$ cat config.mk
export PLATFORM = sky130hd
export DESIGN_NAME = multi_channel_pulse_counter
export DESIGN_NICKNAME = d
export VERILOG_FILES = /design/src/common/pulse_counter_pkg.sv /design/src/logic/pulse_channel.sv /design/src/logic/multi_channel_pulse_counter.sv
export VERILOG_INCLUDE_DIRS = /design/src /design/src/common
export SDC_FILE = /design/constraint.sdc
export NUM_CORES = 2
export LEC_CHECK = 0
export BUFFER_PORTS_ARGS = -buffer_cell sky130_fd_sc_hd__clkbuf_2
export CAP_MARGIN = 5
export CELL_PAD_IN_SITES_DETAIL_PLACEMENT = 0
export CELL_PAD_IN_SITES_GLOBAL_PLACEMENT = 1
export CORE_MARGIN = 10
export CORE_UTILIZATION = 41
export DETAILED_ROUTE_END_ITERATION = 10
export GPL_TIMING_DRIVEN = 0
export PLACE_DENSITY = 0.75
export SLEW_MARGIN = 20
export SYNTH_ARGS = -nofsm -noshare
export SYNTH_HDL_FRONTEND = slang
export SYNTH_HIERARCHICAL = 1
export SYNTH_SLANG_ARGS = --single-unit
$ cat constraint.sdc
create_clock -name clk -period 14.75 [get_ports clk]
set_input_delay 1.475 -clock clk [delete_from_list [all_inputs] [get_ports clk]]
set_output_delay 1.475 -clock clk [all_outputs]
set_load 0.03 [all_outputs]
$ cat src/common/pulse_counter_defs.svh
// Purpose: Constants for the sixteen-channel pulse counter
// Assumes: 100 MHz clock
// Notes:   Times in their own unit, cycle counts derived
`ifndef PULSE_COUNTER_DEFS_SVH
`define PULSE_COUNTER_DEFS_SVH
`define PC_CLK_HZ          100000000
`define PC_TICK_NS         100000
`define PC_TICK_CYCLES     (`PC_TICK_NS / 10)
`define PC_MIN_WIDTH_US    500
`define PC_MIN_WIDTH_TICKS ((`PC_MIN_WIDTH_US * 1000 + `PC_TICK_NS - 1) / `PC_TICK_NS)
`define PC_MIN_PERIOD_US   1000
`define PC_MIN_PERIOD_TICKS ((`PC_MIN_PERIOD_US * 1000 + `PC_TICK_NS - 1) / `PC_TICK_NS)
`define PC_DEBOUNCE_TICKS  50
`define PC_LINK_IDLE_TICKS 20000
`define PC_BLINK_TICKS     500
`define PC_CHANNELS        16
`define PC_COUNT_WIDTH     16
`endif

$ cat src/common/pulse_counter_pkg.sv
// Purpose: Types for the sixteen-channel pulse counter
// Assumes: Constants come from pulse_counter_defs.svh
// Notes:   Count type and carrier structs only
`default_nettype none
package pulse_counter_pkg;
   typedef logic [15:0] count_t;
   typedef struct packed {
      logic        valid; // Read request strobe
      logic [3:0]  chan;  // Channel index
   } read_req_s;
   typedef struct packed {
      logic        valid; // Answer strobe
      logic        level; // Filtered input level
      count_t      count; // Counter value
   } read_rsp_s;
   typedef struct packed {
      logic        save;  // Store all counts
      logic        load;  // Counts were restored
   } nv_ctrl_s;
endpackage
`default_nettype wire

$ cat src/logic/pulse_channel.sv
// Purpose: One input channel: qualify rising edges and count them
// Assumes: Input already synchronised; tick is one-cycle 0.1 ms enable
// Notes:   Widths and periods measured in ticks
`timescale 1ns/1ns
`default_nettype none
`include "pulse_counter_defs.svh"
module pulse_channel
   import pulse_counter_pkg::*;
#(
   parameter int MIN_HIGH   = `PC_MIN_WIDTH_TICKS,
   parameter int MIN_PERIOD = `PC_MIN_PERIOD_TICKS,
   parameter int DEB_TICKS  = `PC_DEBOUNCE_TICKS
) (
   input  wire logic   clk,       // System clock
   input  wire logic   sys_rst,   // Synchronous reset
   input  wire logic   tick,      // Timebase enable
   input  wire logic   syncIn,    // Synchronised input
   input  wire logic   debounceOn,// Debounce enable
   input  wire logic   clear,     // Clear count
   input  wire logic   load,      // Load stored count
   input  wire count_t loadValue, // Stored count
   output logic        level,     // Filtered level
   output count_t      count,     // Edge count
   output logic        bump       // One-cycle count pulse
);
   logic [7:0]  debCnt;
   logic        debLevel;
   logic [15:0] highTicks;
   logic [15:0] sinceEdge;
   logic        qualified;
   logic        prevIn;
   logic [15:0] tickHigh;

   // Debounce: level must hold for DEB_TICKS before it is taken
   always_ff @(posedge clk) begin
      if (sys_rst) begin
         debCnt   <= 8'h00;
         debLevel <= 1'b0;
      end else if (syncIn == debLevel) begin
         debCnt <= 8'h00;
      end else if (tick) begin
         if (debCnt >= 8'(DEB_TICKS - 1)) begin
            debLevel <= syncIn;
            debCnt   <= 8'h00;
         end else begin
            debCnt <= debCnt + 8'h01;
         end
      end
   end

   assign level = debounceOn ? debLevel : syncIn;

   // Width and period timing on the timebase
   always_ff @(posedge clk) begin
      if (sys_rst) begin
         prevIn    <= 1'b0;
         highTicks <= 16'h0000;
         sinceEdge <= 16'hFFFF;
         qualified <= 1'b0;
      end else begin
         prevIn <= level;
         if (level && !prevIn) begin
            highTicks <= 16'h0000;
            // Edge too soon after the last one marks a too-fast train
            qualified <= (sinceEdge >= 16'(MIN_PERIOD - 1));
            sinceEdge <= 16'h0000;
         end else begin
            if (tick && level && highTicks != 16'hFFFF) highTicks <= highTicks + 16'h0001;
            if (tick && sinceEdge != 16'hFFFF) sinceEdge <= sinceEdge + 16'h0001;
            if (!level) qualified <= 1'b0;
         end
      end
   end

   // Count once the pulse has been high long enough, once per pulse
   assign bump = qualified && level && tick && (highTicks == 16'(MIN_HIGH - 1));

   always_ff @(posedge clk) begin
      if (sys_rst || clear) count <= 16'h0000;
      else if (load) count <= loadValue;
      else if (bump) count <= count + 16'h0001; // Wraps to zero
   end

   // Checking aid: ticks seen while high, kept apart from highTicks so the width check is independent
   always_ff @(posedge clk) begin
      if (sys_rst || !level) tickHigh <= 16'h0000;
      else if (tick && tickHigh != 16'hFFFF) tickHigh <= tickHigh + 16'h0001;
   end

   // Count never moves while the level is low, unless cleared or loaded
   property p_no_count_low;
      @(posedge clk) disable iff (sys_rst)
         !level && !clear && !load |=> $stable(count);
   endproperty
   a_no_count_low: assert property (p_no_count_low) else $error("count moved while input low");
   property p_wrap;
      @(posedge clk) disable iff (sys_rst)
         bump && !clear && !load && count == 16'hFFFF |=> count == 16'h0000;
   endproperty
   a_wrap: assert property (p_wrap) else $error("counter did not wrap to zero");
   property p_inc;
      @(posedge clk) disable iff (sys_rst)
         bump && !clear && !load |=> count == $past(count) + 16'h0001;
   endproperty
   a_inc: assert property (p_inc) else $error("counter did not increment");
   property p_short;
      @(posedge clk) disable iff (sys_rst)
         bump |-> tickHigh >= 16'(MIN_HIGH - 1);
   endproperty
   a_short: assert property (p_short) else $error("count before minimum width");
endmodule
`default_nettype wire

$ cat src/logic/multi_channel_pulse_counter.sv
// Contract
// - Each of sixteen channels has its own 16-bit counter.
// - Pulse trains faster than 1 kHz are not counted.
// - Pulses narrower than 0.5 ms cause no increment.
// - Count qualified rising edges only, never falling edges.
// - Counter values are kept in non-volatile storage across power loss.
// - Counter wraps past maximum to zero and keeps counting.
// - Per-channel debounce filter, enabled separately by configuration.
// - Serial activity indicator toggles while data is exchanged.
// - Fault indicator lights when serial exchange is broken.
// - Sixteen indicators, each lit while its input is one.
// - Device only answers requests; one external master starts each.
// - With write protect fitted, counters clear after power loss.
//
// Purpose: Sixteen-channel input sampler and rising-edge pulse counter
// Assumes: Protocol engine outside gives read requests and byte strobes
// Notes:   Non-volatile store is outside; this block requests saves
`timescale 1ns/1ns
`default_nettype none
`include "pulse_counter_defs.svh"
module multi_channel_pulse_counter
   import pulse_counter_pkg::*;
#(
   parameter int CHANNELS   = `PC_CHANNELS,
   parameter int TICK_CYC   = `PC_TICK_CYCLES,
   parameter int LINK_IDLE  = `PC_LINK_IDLE_TICKS,
   parameter int BLINK      = `PC_BLINK_TICKS
) (
   input  wire logic                     clk,          // 100 MHz clock
   input  wire logic                     sys_rst,      // Synchronous reset
   input  wire logic [CHANNELS-1:0]      digitalInputChannel, // Raw input pins
   input  wire logic [CHANNELS-1:0]      debounceEnable,      // Per-channel filter on
   input  wire logic                     nvWriteProtectJumper,// Jumper fitted
   input  wire logic                     nvRestoreValid,      // Stored counts ready
   input  wire count_t [CHANNELS-1:0]    nvRestoreCount,      // Stored counts
   input  wire logic                     serialByte,   // Byte exchanged pulse
   input  wire logic                     serialError,  // Exchange broken pulse
   input  wire read_req_s                readReq,      // Master read request
   output read_rsp_s                     readRsp,      // Read answer
   output nv_ctrl_s                      nvCtrl,       // Store control
   output count_t [CHANNELS-1:0]         nvSaveCount,  // Counts to store
   output logic [CHANNELS-1:0]           inputLed,     // Per-input indicators
   output logic                          serialActivityIndicator, // Activity LED
   output logic                          faultLed      // Fault LED
);
   typedef enum logic [1:0] {
      ST_BOOT = 2'b00,
      ST_RUN  = 2'b01
   } boot_e;

   boot_e                 bootState;
   logic [CHANNELS-1:0]   syncA;
   logic [CHANNELS-1:0]   syncB;
   logic [15:0]           tickCnt;
   logic                  tick;
   logic [CHANNELS-1:0]   level;
   logic [CHANNELS-1:0]   bump;
   count_t [CHANNELS-1:0] count;
   logic                  clearAll;
   logic                  loadAll;
   logic                  saveDue;
   logic [15:0]           idleTicks;
   logic [15:0]           blinkTicks;

   // ==========================================================
   // Input synchroniser and timebase
   // Pins are asynchronous; two flops before any logic
   always_ff @(posedge clk) begin
      syncA <= digitalInputChannel;
      syncB <= syncA;
   end

   // Free-running 0.1 ms enable, never reset by activity
   always_ff @(posedge clk) begin
      if (sys_rst || tickCnt == 16'(TICK_CYC - 1)) tickCnt <= 16'h0000;
      else tickCnt <= tickCnt + 16'h0001;
   end
   assign tick = (tickCnt == 16'(TICK_CYC - 1));

   // ==========================================================
   // Power-up: restore stored counts or clear them
   always_ff @(posedge clk) begin
      if (sys_rst) bootState <= ST_BOOT;
      else if (bootState == ST_BOOT && (nvWriteProtectJumper || nvRestoreValid)) bootState <= ST_RUN;
   end
   // Protected store cannot be trusted across power loss, so clear
   assign clearAll = bootState == ST_BOOT && nvWriteProtectJumper;
   assign loadAll  = bootState == ST_BOOT && !nvWriteProtectJumper && nvRestoreValid;

   // ==========================================================
   // Channels
   genvar g;
   generate
      for (g = 0; g < CHANNELS; g++) begin : gen_chan
         pulse_channel u_chan (
            .clk        (clk),
            .sys_rst    (sys_rst),
            .tick       (tick),
            .syncIn     (syncB[g]),
            .debounceOn (debounceEnable[g]),
            .clear      (clearAll),
            .load       (loadAll),
            .loadValue  (nvRestoreCount[g]),
            .level      (level[g]),
            .count      (count[g]),
            .bump       (bump[g])
         );
      end
   endgenerate

   // Indicators follow the synchronised inputs
   always_ff @(posedge clk) begin
      if (sys_rst) inputLed <= '0;
      else inputLed <= syncB;
   end

   // Save two cycles after the bump, so the stored copy already holds the new count
   always_ff @(posedge clk) begin
      if (sys_rst) saveDue <= 1'b0;
      else saveDue <= (|bump) && !nvWriteProtectJumper && bootState == ST_RUN;
   end

   // Save on every count increment after boot; write protect blocks it
   always_ff @(posedge clk) begin
      if (sys_rst) begin
         nvCtrl      <= '0;
         nvSaveCount <= '0;
      end else begin
         nvCtrl.save <= saveDue;
         nvCtrl.load <= loadAll;
         nvSaveCount <= count;
      end
   end

   // ==========================================================
   // Read answers: only ever in reply to a request
   always_ff @(posedge clk) begin
      if (sys_rst) readRsp <= '0;
      else begin
         readRsp.valid <= readReq.valid;
         if (readReq.valid) begin
            readRsp.level <= level[readReq.chan];
            readRsp.count <= count[readReq.chan];
         end
      end
   end

   // ==========================================================
   // Serial indicators
   always_ff @(posedge clk) begin
      if (sys_rst) begin
         serialActivityIndicator <= 1'b0;
         blinkTicks              <= 16'h0000;
      end else if (serialByte && blinkTicks == 16'h0000) begin
         serialActivityIndicator <= ~serialActivityIndicator;
         blinkTicks              <= 16'(BLINK);
      end else if (tick && blinkTicks != 16'h0000) begin
         blinkTicks <= blinkTicks - 16'h0001; // Keeps blink visible
      end
   end

   // Fault on broken frame, or LINK_IDLE ticks of silence at any time; cleared by a good byte
   always_ff @(posedge clk) begin
      if (sys_rst) begin
         faultLed  <= 1'b0;
         idleTicks <= 16'h0000;
      end else if (serialError) begin
         faultLed  <= 1'b1;
         idleTicks <= 16'h0000;
      end else if (serialByte) begin
         faultLed  <= 1'b0;
         idleTicks <= 16'h0000;
      end else if (tick) begin
         if (idleTicks == 16'(LINK_IDLE - 1)) faultLed <= 1'b1;
         else idleTicks <= idleTicks + 16'h0001;
      end
   end

   // ==========================================================
   // Checks
   property p_tick;
      @(posedge clk) disable iff (sys_rst)
         tick |=> !tick;
   endproperty
   a_tick: assert property (p_tick) else $error("timebase enable longer than one cycle");
   property p_led;
      @(posedge clk) disable iff (sys_rst)
         1'b1 |=> inputLed == $past(syncB);
   endproperty
   a_led: assert property (p_led) else $error("indicator does not follow input");
   property p_rsp;
      @(posedge clk) disable iff (sys_rst)
         readRsp.valid |-> $past(readReq.valid);
   endproperty
   a_rsp: assert property (p_rsp) else $error("answer without request");
   property p_fault;
      @(posedge clk) disable iff (sys_rst)
         serialError |=> faultLed;
   endproperty
   a_fault: assert property (p_fault) else $error("fault not lit on broken exchange");
   property p_clear;
      @(posedge clk) disable iff (sys_rst)
         clearAll |=> count[0] == 16'h0000;
   endproperty
   a_clear: assert property (p_clear) else $error("counter not cleared under write protect");
   // Save strobe trails the bump by two edges, when the stored copy is current
   property p_save;
      @(posedge clk) disable iff (sys_rst)
         bump[0] && bootState == ST_RUN && !nvWriteProtectJumper |-> ##2 nvCtrl.save;
   endproperty
   a_save: assert property (p_save) else $error("count change not stored");
   property p_blink;
      @(posedge clk) disable iff (sys_rst)
         serialByte && blinkTicks == 16'h0000 |=> serialActivityIndicator != $past(serialActivityIndicator);
   endproperty
   a_blink: assert property (p_blink) else $error("activity indicator did not toggle");
endmodule
`default_nettype wire

Word-level counts from Yosys, hierarchy flattened
Index checks and enable logic that the tools add are counted.
{"block": "word_totals", "ff_bits": 1320, "in_bits": 299, "elab_cells": 713}
{"block": "op_classes", "n_lt_le_gt_ge": 33, "n_bitwise": 18, "eq_ne": 82, "muxes": 138, "reduce_logical": 231, "n_addsub": 67}
{"cell": "16-bit two-way mux", "n": 65}
{"cell": "16-bit by 1-bit adder with 16-bit output, second input constant", "n": 50}
{"cell": "16-bit != test, second input constant", "n": 32}
{"cell": "16-bit by 3-bit == test with 1-bit output, second input constant", "n": 16}
{"cell": "16-bit by 4-bit greater-or-equal comparator with 1-bit output, second input constant", "n": 16}
{"cell": "8-bit by 1-bit adder with 8-bit output, second input constant", "n": 16}
{"cell": "8-bit by 6-bit greater-or-equal comparator with 1-bit output, second input constant", "n": 16}
{"cell": "8-bit two-way mux", "n": 16}
{"cell": "1-bit logical AND", "n": 120}
{"cell": "2-bit nonzero test", "n": 33}
{"cell": "2-bit OR reduction", "n": 33}
{"cell": "16-bit binary-select mux with 4-bit select", "n": 1}
{"cell": "1-bit two-way mux", "n": 53}
{"cell": "3-bit AND reduction", "n": 16}
{"cell": "2-bit != test, second input constant", "n": 16}
{"cell": "9-bit two-way mux", "n": 2}
{"cell": "1-bit inverter", "n": 18}
{"cell": "1-bit logical NOT", "n": 17}
{"cell": "1-bit == test", "n": 16}
{"cell": "16-bit by 14-bit == test with 1-bit output, second input constant", "n": 1}
{"cell": "16-bit by 15-bit == test with 1-bit output, second input constant", "n": 1}
{"cell": "16-bit logical NOT", "n": 1}
{"cell": "16-bit nonzero test", "n": 1}
{"cell": "16-bit OR reduction", "n": 1}
{"cell": "8 further kinds", "n": 12}

Depth between registers and ports, before layout
{"block": "logic_depth", "ltp_word": 7, "mapped_depth": 11, "mapped_depth_nobuf": 9}

Modules after synthesis
Netlist, hierarchy kept.
{"module": "pulse_channel (gen_chan[0].u_chan ...)", "area_per_inst_um2": 3264.4, "cells_each": 390, "n_inst": 15, "seq_area_each_um2": 1181.1}
{"module": "multi_channel_pulse_counter", "area_per_inst_um2": 13096.3, "cells_each": 1117, "n_inst": 1, "seq_area_each_um2": 7527.2}
{"module": "pulse_channel (gen_chan[9].u_chan)", "area_per_inst_um2": 3264.4, "cells_each": 363, "n_inst": 1, "seq_area_each_um2": 1181.1}

Least setup slack after synthesis
Ideal clock, no wire load.
{"block": "synth_path", "kind": "reg-to-reg", "start": "register tickCnt[0]", "end": "register gen_chan[9].u_chan.count[8]", "t_arrival_ns": 6.476, "path_stages_with_launch": 11, "period_less_slack_ns": 6.609, "slack_ns": 8.141, "path_cell_list": "dfxtp_1 ha_1 and3_1 clkbuf_4 nand4_4 nor2_1 nand2_1 buf_6 nor4_2 xnor2_1 a21oi_1"}
{"block": "synth_via", "elab_chain_cells": 4}
{"element": "start: declaration", "line": "multi_channel_pulse_counter.sv:54", "source": "logic [15:0] tickCnt;"}
{"element": "start signal: assignment", "line": "multi_channel_pulse_counter.sv:76", "source": "else tickCnt <= tickCnt + 16'h0001;"}
{"element": "16-bit by 14-bit == test with 1-bit output", "line": "multi_channel_pulse_counter.sv:78", "source": "assign tick = (tickCnt == 16'(TICK_CYC - 1));"}
{"element": "net tick", "line": "multi_channel_pulse_counter.sv:55", "source": "logic tick;"}
{"element": "1-bit logical AND (2 in series)", "line": "pulse_channel.sv:76", "source": "assign bump = qualified && level && tick && (highTicks == 16'(MIN_HIGH - 1));"}
{"element": "2-bit nonzero test (no source line)"}
{"element": "end signal: assignment", "line": "pulse_channel.sv:80", "source": "else if (load) count <= loadValue;"}
{"element": "end signal: assignment", "line": "pulse_channel.sv:81", "source": "else if (bump) count <= count + 16'h0001;"}
{"element": "end: declaration", "line": "pulse_channel.sv:23", "source": "output count_t count,"}
The timed path passes the listed nets, and every way through them passes these cells.
A chain may end at the register's enable or synchronous reset.

Final worst setup path
{"block": "layout_path", "start": "input readReq[1] in the netlist's numbering", "end": "register readRsp[12] in the netlist's numbering"}
{"block": "layout_via", "elab_chain_cells": 2}
{"element": "start: declaration", "line": "multi_channel_pulse_counter.sv:38", "source": "input wire read_req_s readReq,"}
{"element": "16-bit binary-select mux with 4-bit select", "line": "multi_channel_pulse_counter.sv:143", "source": "readRsp.count <= count[readReq.chan];"}
{"element": "16-bit two-way mux (implied by the code)", "line": "multi_channel_pulse_counter.sv:143"}
{"element": "end: declaration", "line": "multi_channel_pulse_counter.sv:39", "source": "output read_rsp_s readRsp,"}
No other way between the ends. The select of a mux whose other input is x is not followed.

==> metrics.txt <==
Mapped Area 65,330 um^2; clock group share of total power 0.462; Req. time, crit path 15.41 ns; Worst Min Path Start syncA[7]; Reg2Reg Depth 13; peak supply drop 0.1180 mV; Post-CTS Resized 0; initial core utilization 0.4125; overall power roughly 8.7 mW; number of vias per cell 5.613; first-pass GRT wire length 337.4 mm; share of layout cells above drive strength 1 0.1528; Sw Ratio 0.2606; GPL Wtd Cong around 0.97; core area 158,400 um^2; gr usage total 0.2452; Post-CTS Setup Bufs 0; Mean Syn Cell Area roughly 8.9 um^2; top cells by count, synth 1,320 x dfxtp_1, 843 x nor2_1, 576 x xnor2_1; DR vias 57,820; Yosys cell types 75; Critical Path Fanout Max 10; cell taking the most area after synthesis dfxtp_1; Reg power frac 0.444; initial antenna violation count 33; Num Clock Sinks 1,320; area of all placed cells without fillers about 77,000 um^2; setup_tns 0 ns; Post-Syn Instances roughly 7,300; Int Pwr between 6 and 7 mW; Post-CTS Hold Buffers 0; syn_nets 7,776; post-DP HPWL approximately 170 mm; Critical Path Start Type input pin; post-synthesis register bit count 1,320; largest net degree at the start of global routing between 50 and 60; CTS tree done; nets around 8,500; H-tree depth 4; CP startpoint readReq[1]; port bufs just under 600; Synth top area share 0.4045; combinational power share 0.095; Hold Vio Cnt, Final 0; f_max 0.2416 GHz; Synth Warn # 6; fill cell count around 15,000; Post-synth top flop dfxtp_1; Worst Max-Slew Pin Slew between 1 and 1.5 ns; Max Cap Violations 0; worst hold path type flip-flop to flip-flop; total die area approximately 180,000 um^2; Placement Cell Area about 71,000 um^2; sequential share of the synthesized area 0.4045; Worst-Skew Late Latency between 0.7 and 0.8 ns; FFs w/ async S/R, synth 0; slew margin rel. 0.1833; CP endpoint kind flip-flop; post-layout min period about 4.1 ns; Root Buffer clkbuf_16; DR DRC count 0; final setup fails 0; Setup CP Type input pin to flip-flop; DIE HEIGHT roughly 420 um; vias in the first global route 54,510; EDFF count, synth 0; maximum clock path buffer count 3; CP arrival roughly 4.8 ns; status complete, no violations; WL/cell approximately 22 um; total gr overflow 0; chip width about 420 um; top cells by area, synth dfxtp_1 40%, xnor2_1 7.7%, nor2_1 4.8%; post-route ant nets 0; Worst-path clk slew approximately 0.06 ns; IO Pins between 500 and 600; RSZ-0062 raised after global routing false; Rows between 100 and 150; Power Dens Cells 113.6 nW/um^2; Num CTS Buffers around 150; WHS Path Cells 0; Switch Pwr around 2.3 mW; Detailed Routing Iterations Pass 1 6; Iteration-0 DRC Markers 4,510; leakage approximately 29 nW; Worst Skew 0.04354 ns; most used standard cell by instance count after synthesis dfxtp_1; Syn-to-layout area delta 17.21%; worst r2r src tickCnt[0]; Detailed Route WL approximately 230 mm; Final Max Slew Viols 0; fin crit share 0.2806
-- worst paths after layout --
path / endpoint / slack [ns]
setup / recovery: readRsp[12] / 10.61
hold / removal: syncB[7] / 0.32
setup reg to reg: saveDue / 10.90
hold reg to reg: syncB[7] / 0.32
-- power groups by stage --
stage	Sequential [mW]	Combinational (mW)	Clock, mW
3_3_place_gp	3.93	0.809	0
4_1_cts	3.85	0.823	4.11
6_report	3.86	0.825	4.02
2_1_floorplan	3.91	0.501	0
5_1_grt	3.87	0.898	4.26
3_5_place_dp	3.93	0.818	0
-- layout make-up --
| type | count | area, um^2 | area share |
|---|---|---|---|
| antenna | 14 | 35.03 | 0.0004575 |
| tap | 2072 | 2592 | 0.03386 |
| clock buffer | 211 | 4434 | 0.05791 |
| buffer | 308 | 1257 | 0.01642 |
| sequential | 1320 | 26430 | 0.3451 |
| timing repair buffer | 606 | 3224 | 0.04211 |
| multi-input combinational | 5423 | 36650 | 0.4787 |
| clock inverter | 67 | 902.1 | 0.01178 |
| inverter | 279 | 1047 | 0.01368 |
-- layer usage --
| metal | global-route usage | wire length, um | part of all wire |
|---|---|---|---|
| met1 | 0.3016 | 93230 | 0.41 |
| met2 | 0.4082 | 107300 | 0.47 |
| met3 | 0.03392 | 11320 | 0.050 |
| met4 | 0.1440 | 14180 | 0.063 |
| met5 | 0 | 54 | 0.00024 |
-- worst max-delay path, cell delays in order --
cell	delay, ns
clkbuf_1	0.65
clkbuf_1	0.77
clkbuf_1	0.71
mux4_2	0.54
a22oi_1	0.32
a21oi_1	0.14
a21oi_1	0.13
nor2_1	0.05
-- cell families (layout without fill, tap and decap cells) --
kind of cell,Yosys count,after routing,share of synthesized area
and+or+nand+nor,3297,3297,0.2858
DFF,1320,1320,0.4045
xor gates and xnor gates,630,630,0.08446
AOI/OAI and AO/OA,1145,1145,0.1174
adders and majority gates,147,147,0.02815
muxes,204,204,0.04457
other,0,14,0
buffers and inverters,587,1471,0.03516
-- metrics by stage --
stage | std cells | hold WS (ns) | setup WS, ns | util
finish | 10300 | 0.3238 | 10.61 | 0.4835
detailed placement | 10010 | 0.3121 | 9.838 | 0.4495
global placement | 9992 | 0.3113 | 1.733 | 0.4475
CTS | 10290 | 0.3238 | 10.68 | 0.4832
global route | 10300 | 0.3265 | 10.69 | 0.4834
floorplan | 7330 | 0.3096 | 8.141 | -
-- cells in the final DEF (no fill, tap or decap), drive strengths merged, types with 241 or more instances in the layout --
cell,Yosys,final
dfxtp,1320,1320
nand3,304,304
nor2b,353,353
nor2,844,844
xnor2,576,576
inv,278,282
nor3,247,247
nor4,241,241
clkbuf,260,1061
nand4,264,264
nand2,464,464
a21oi,258,258
-- registers in the layout, indices dropped and copies added, names as in the netlist, 18 cells and up --
| name | flops |
|---|---|
| gen_chan.u_chan/highTicks | 256 |
| gen_chan.u_chan/count | 256 |
| nvSaveCount | 256 |
| gen_chan.u_chan/debCnt | 128 |
| readRsp | 18 |
| gen_chan.u_chan/sinceEdge | 256 |
(Power assumes the default switching activity.)
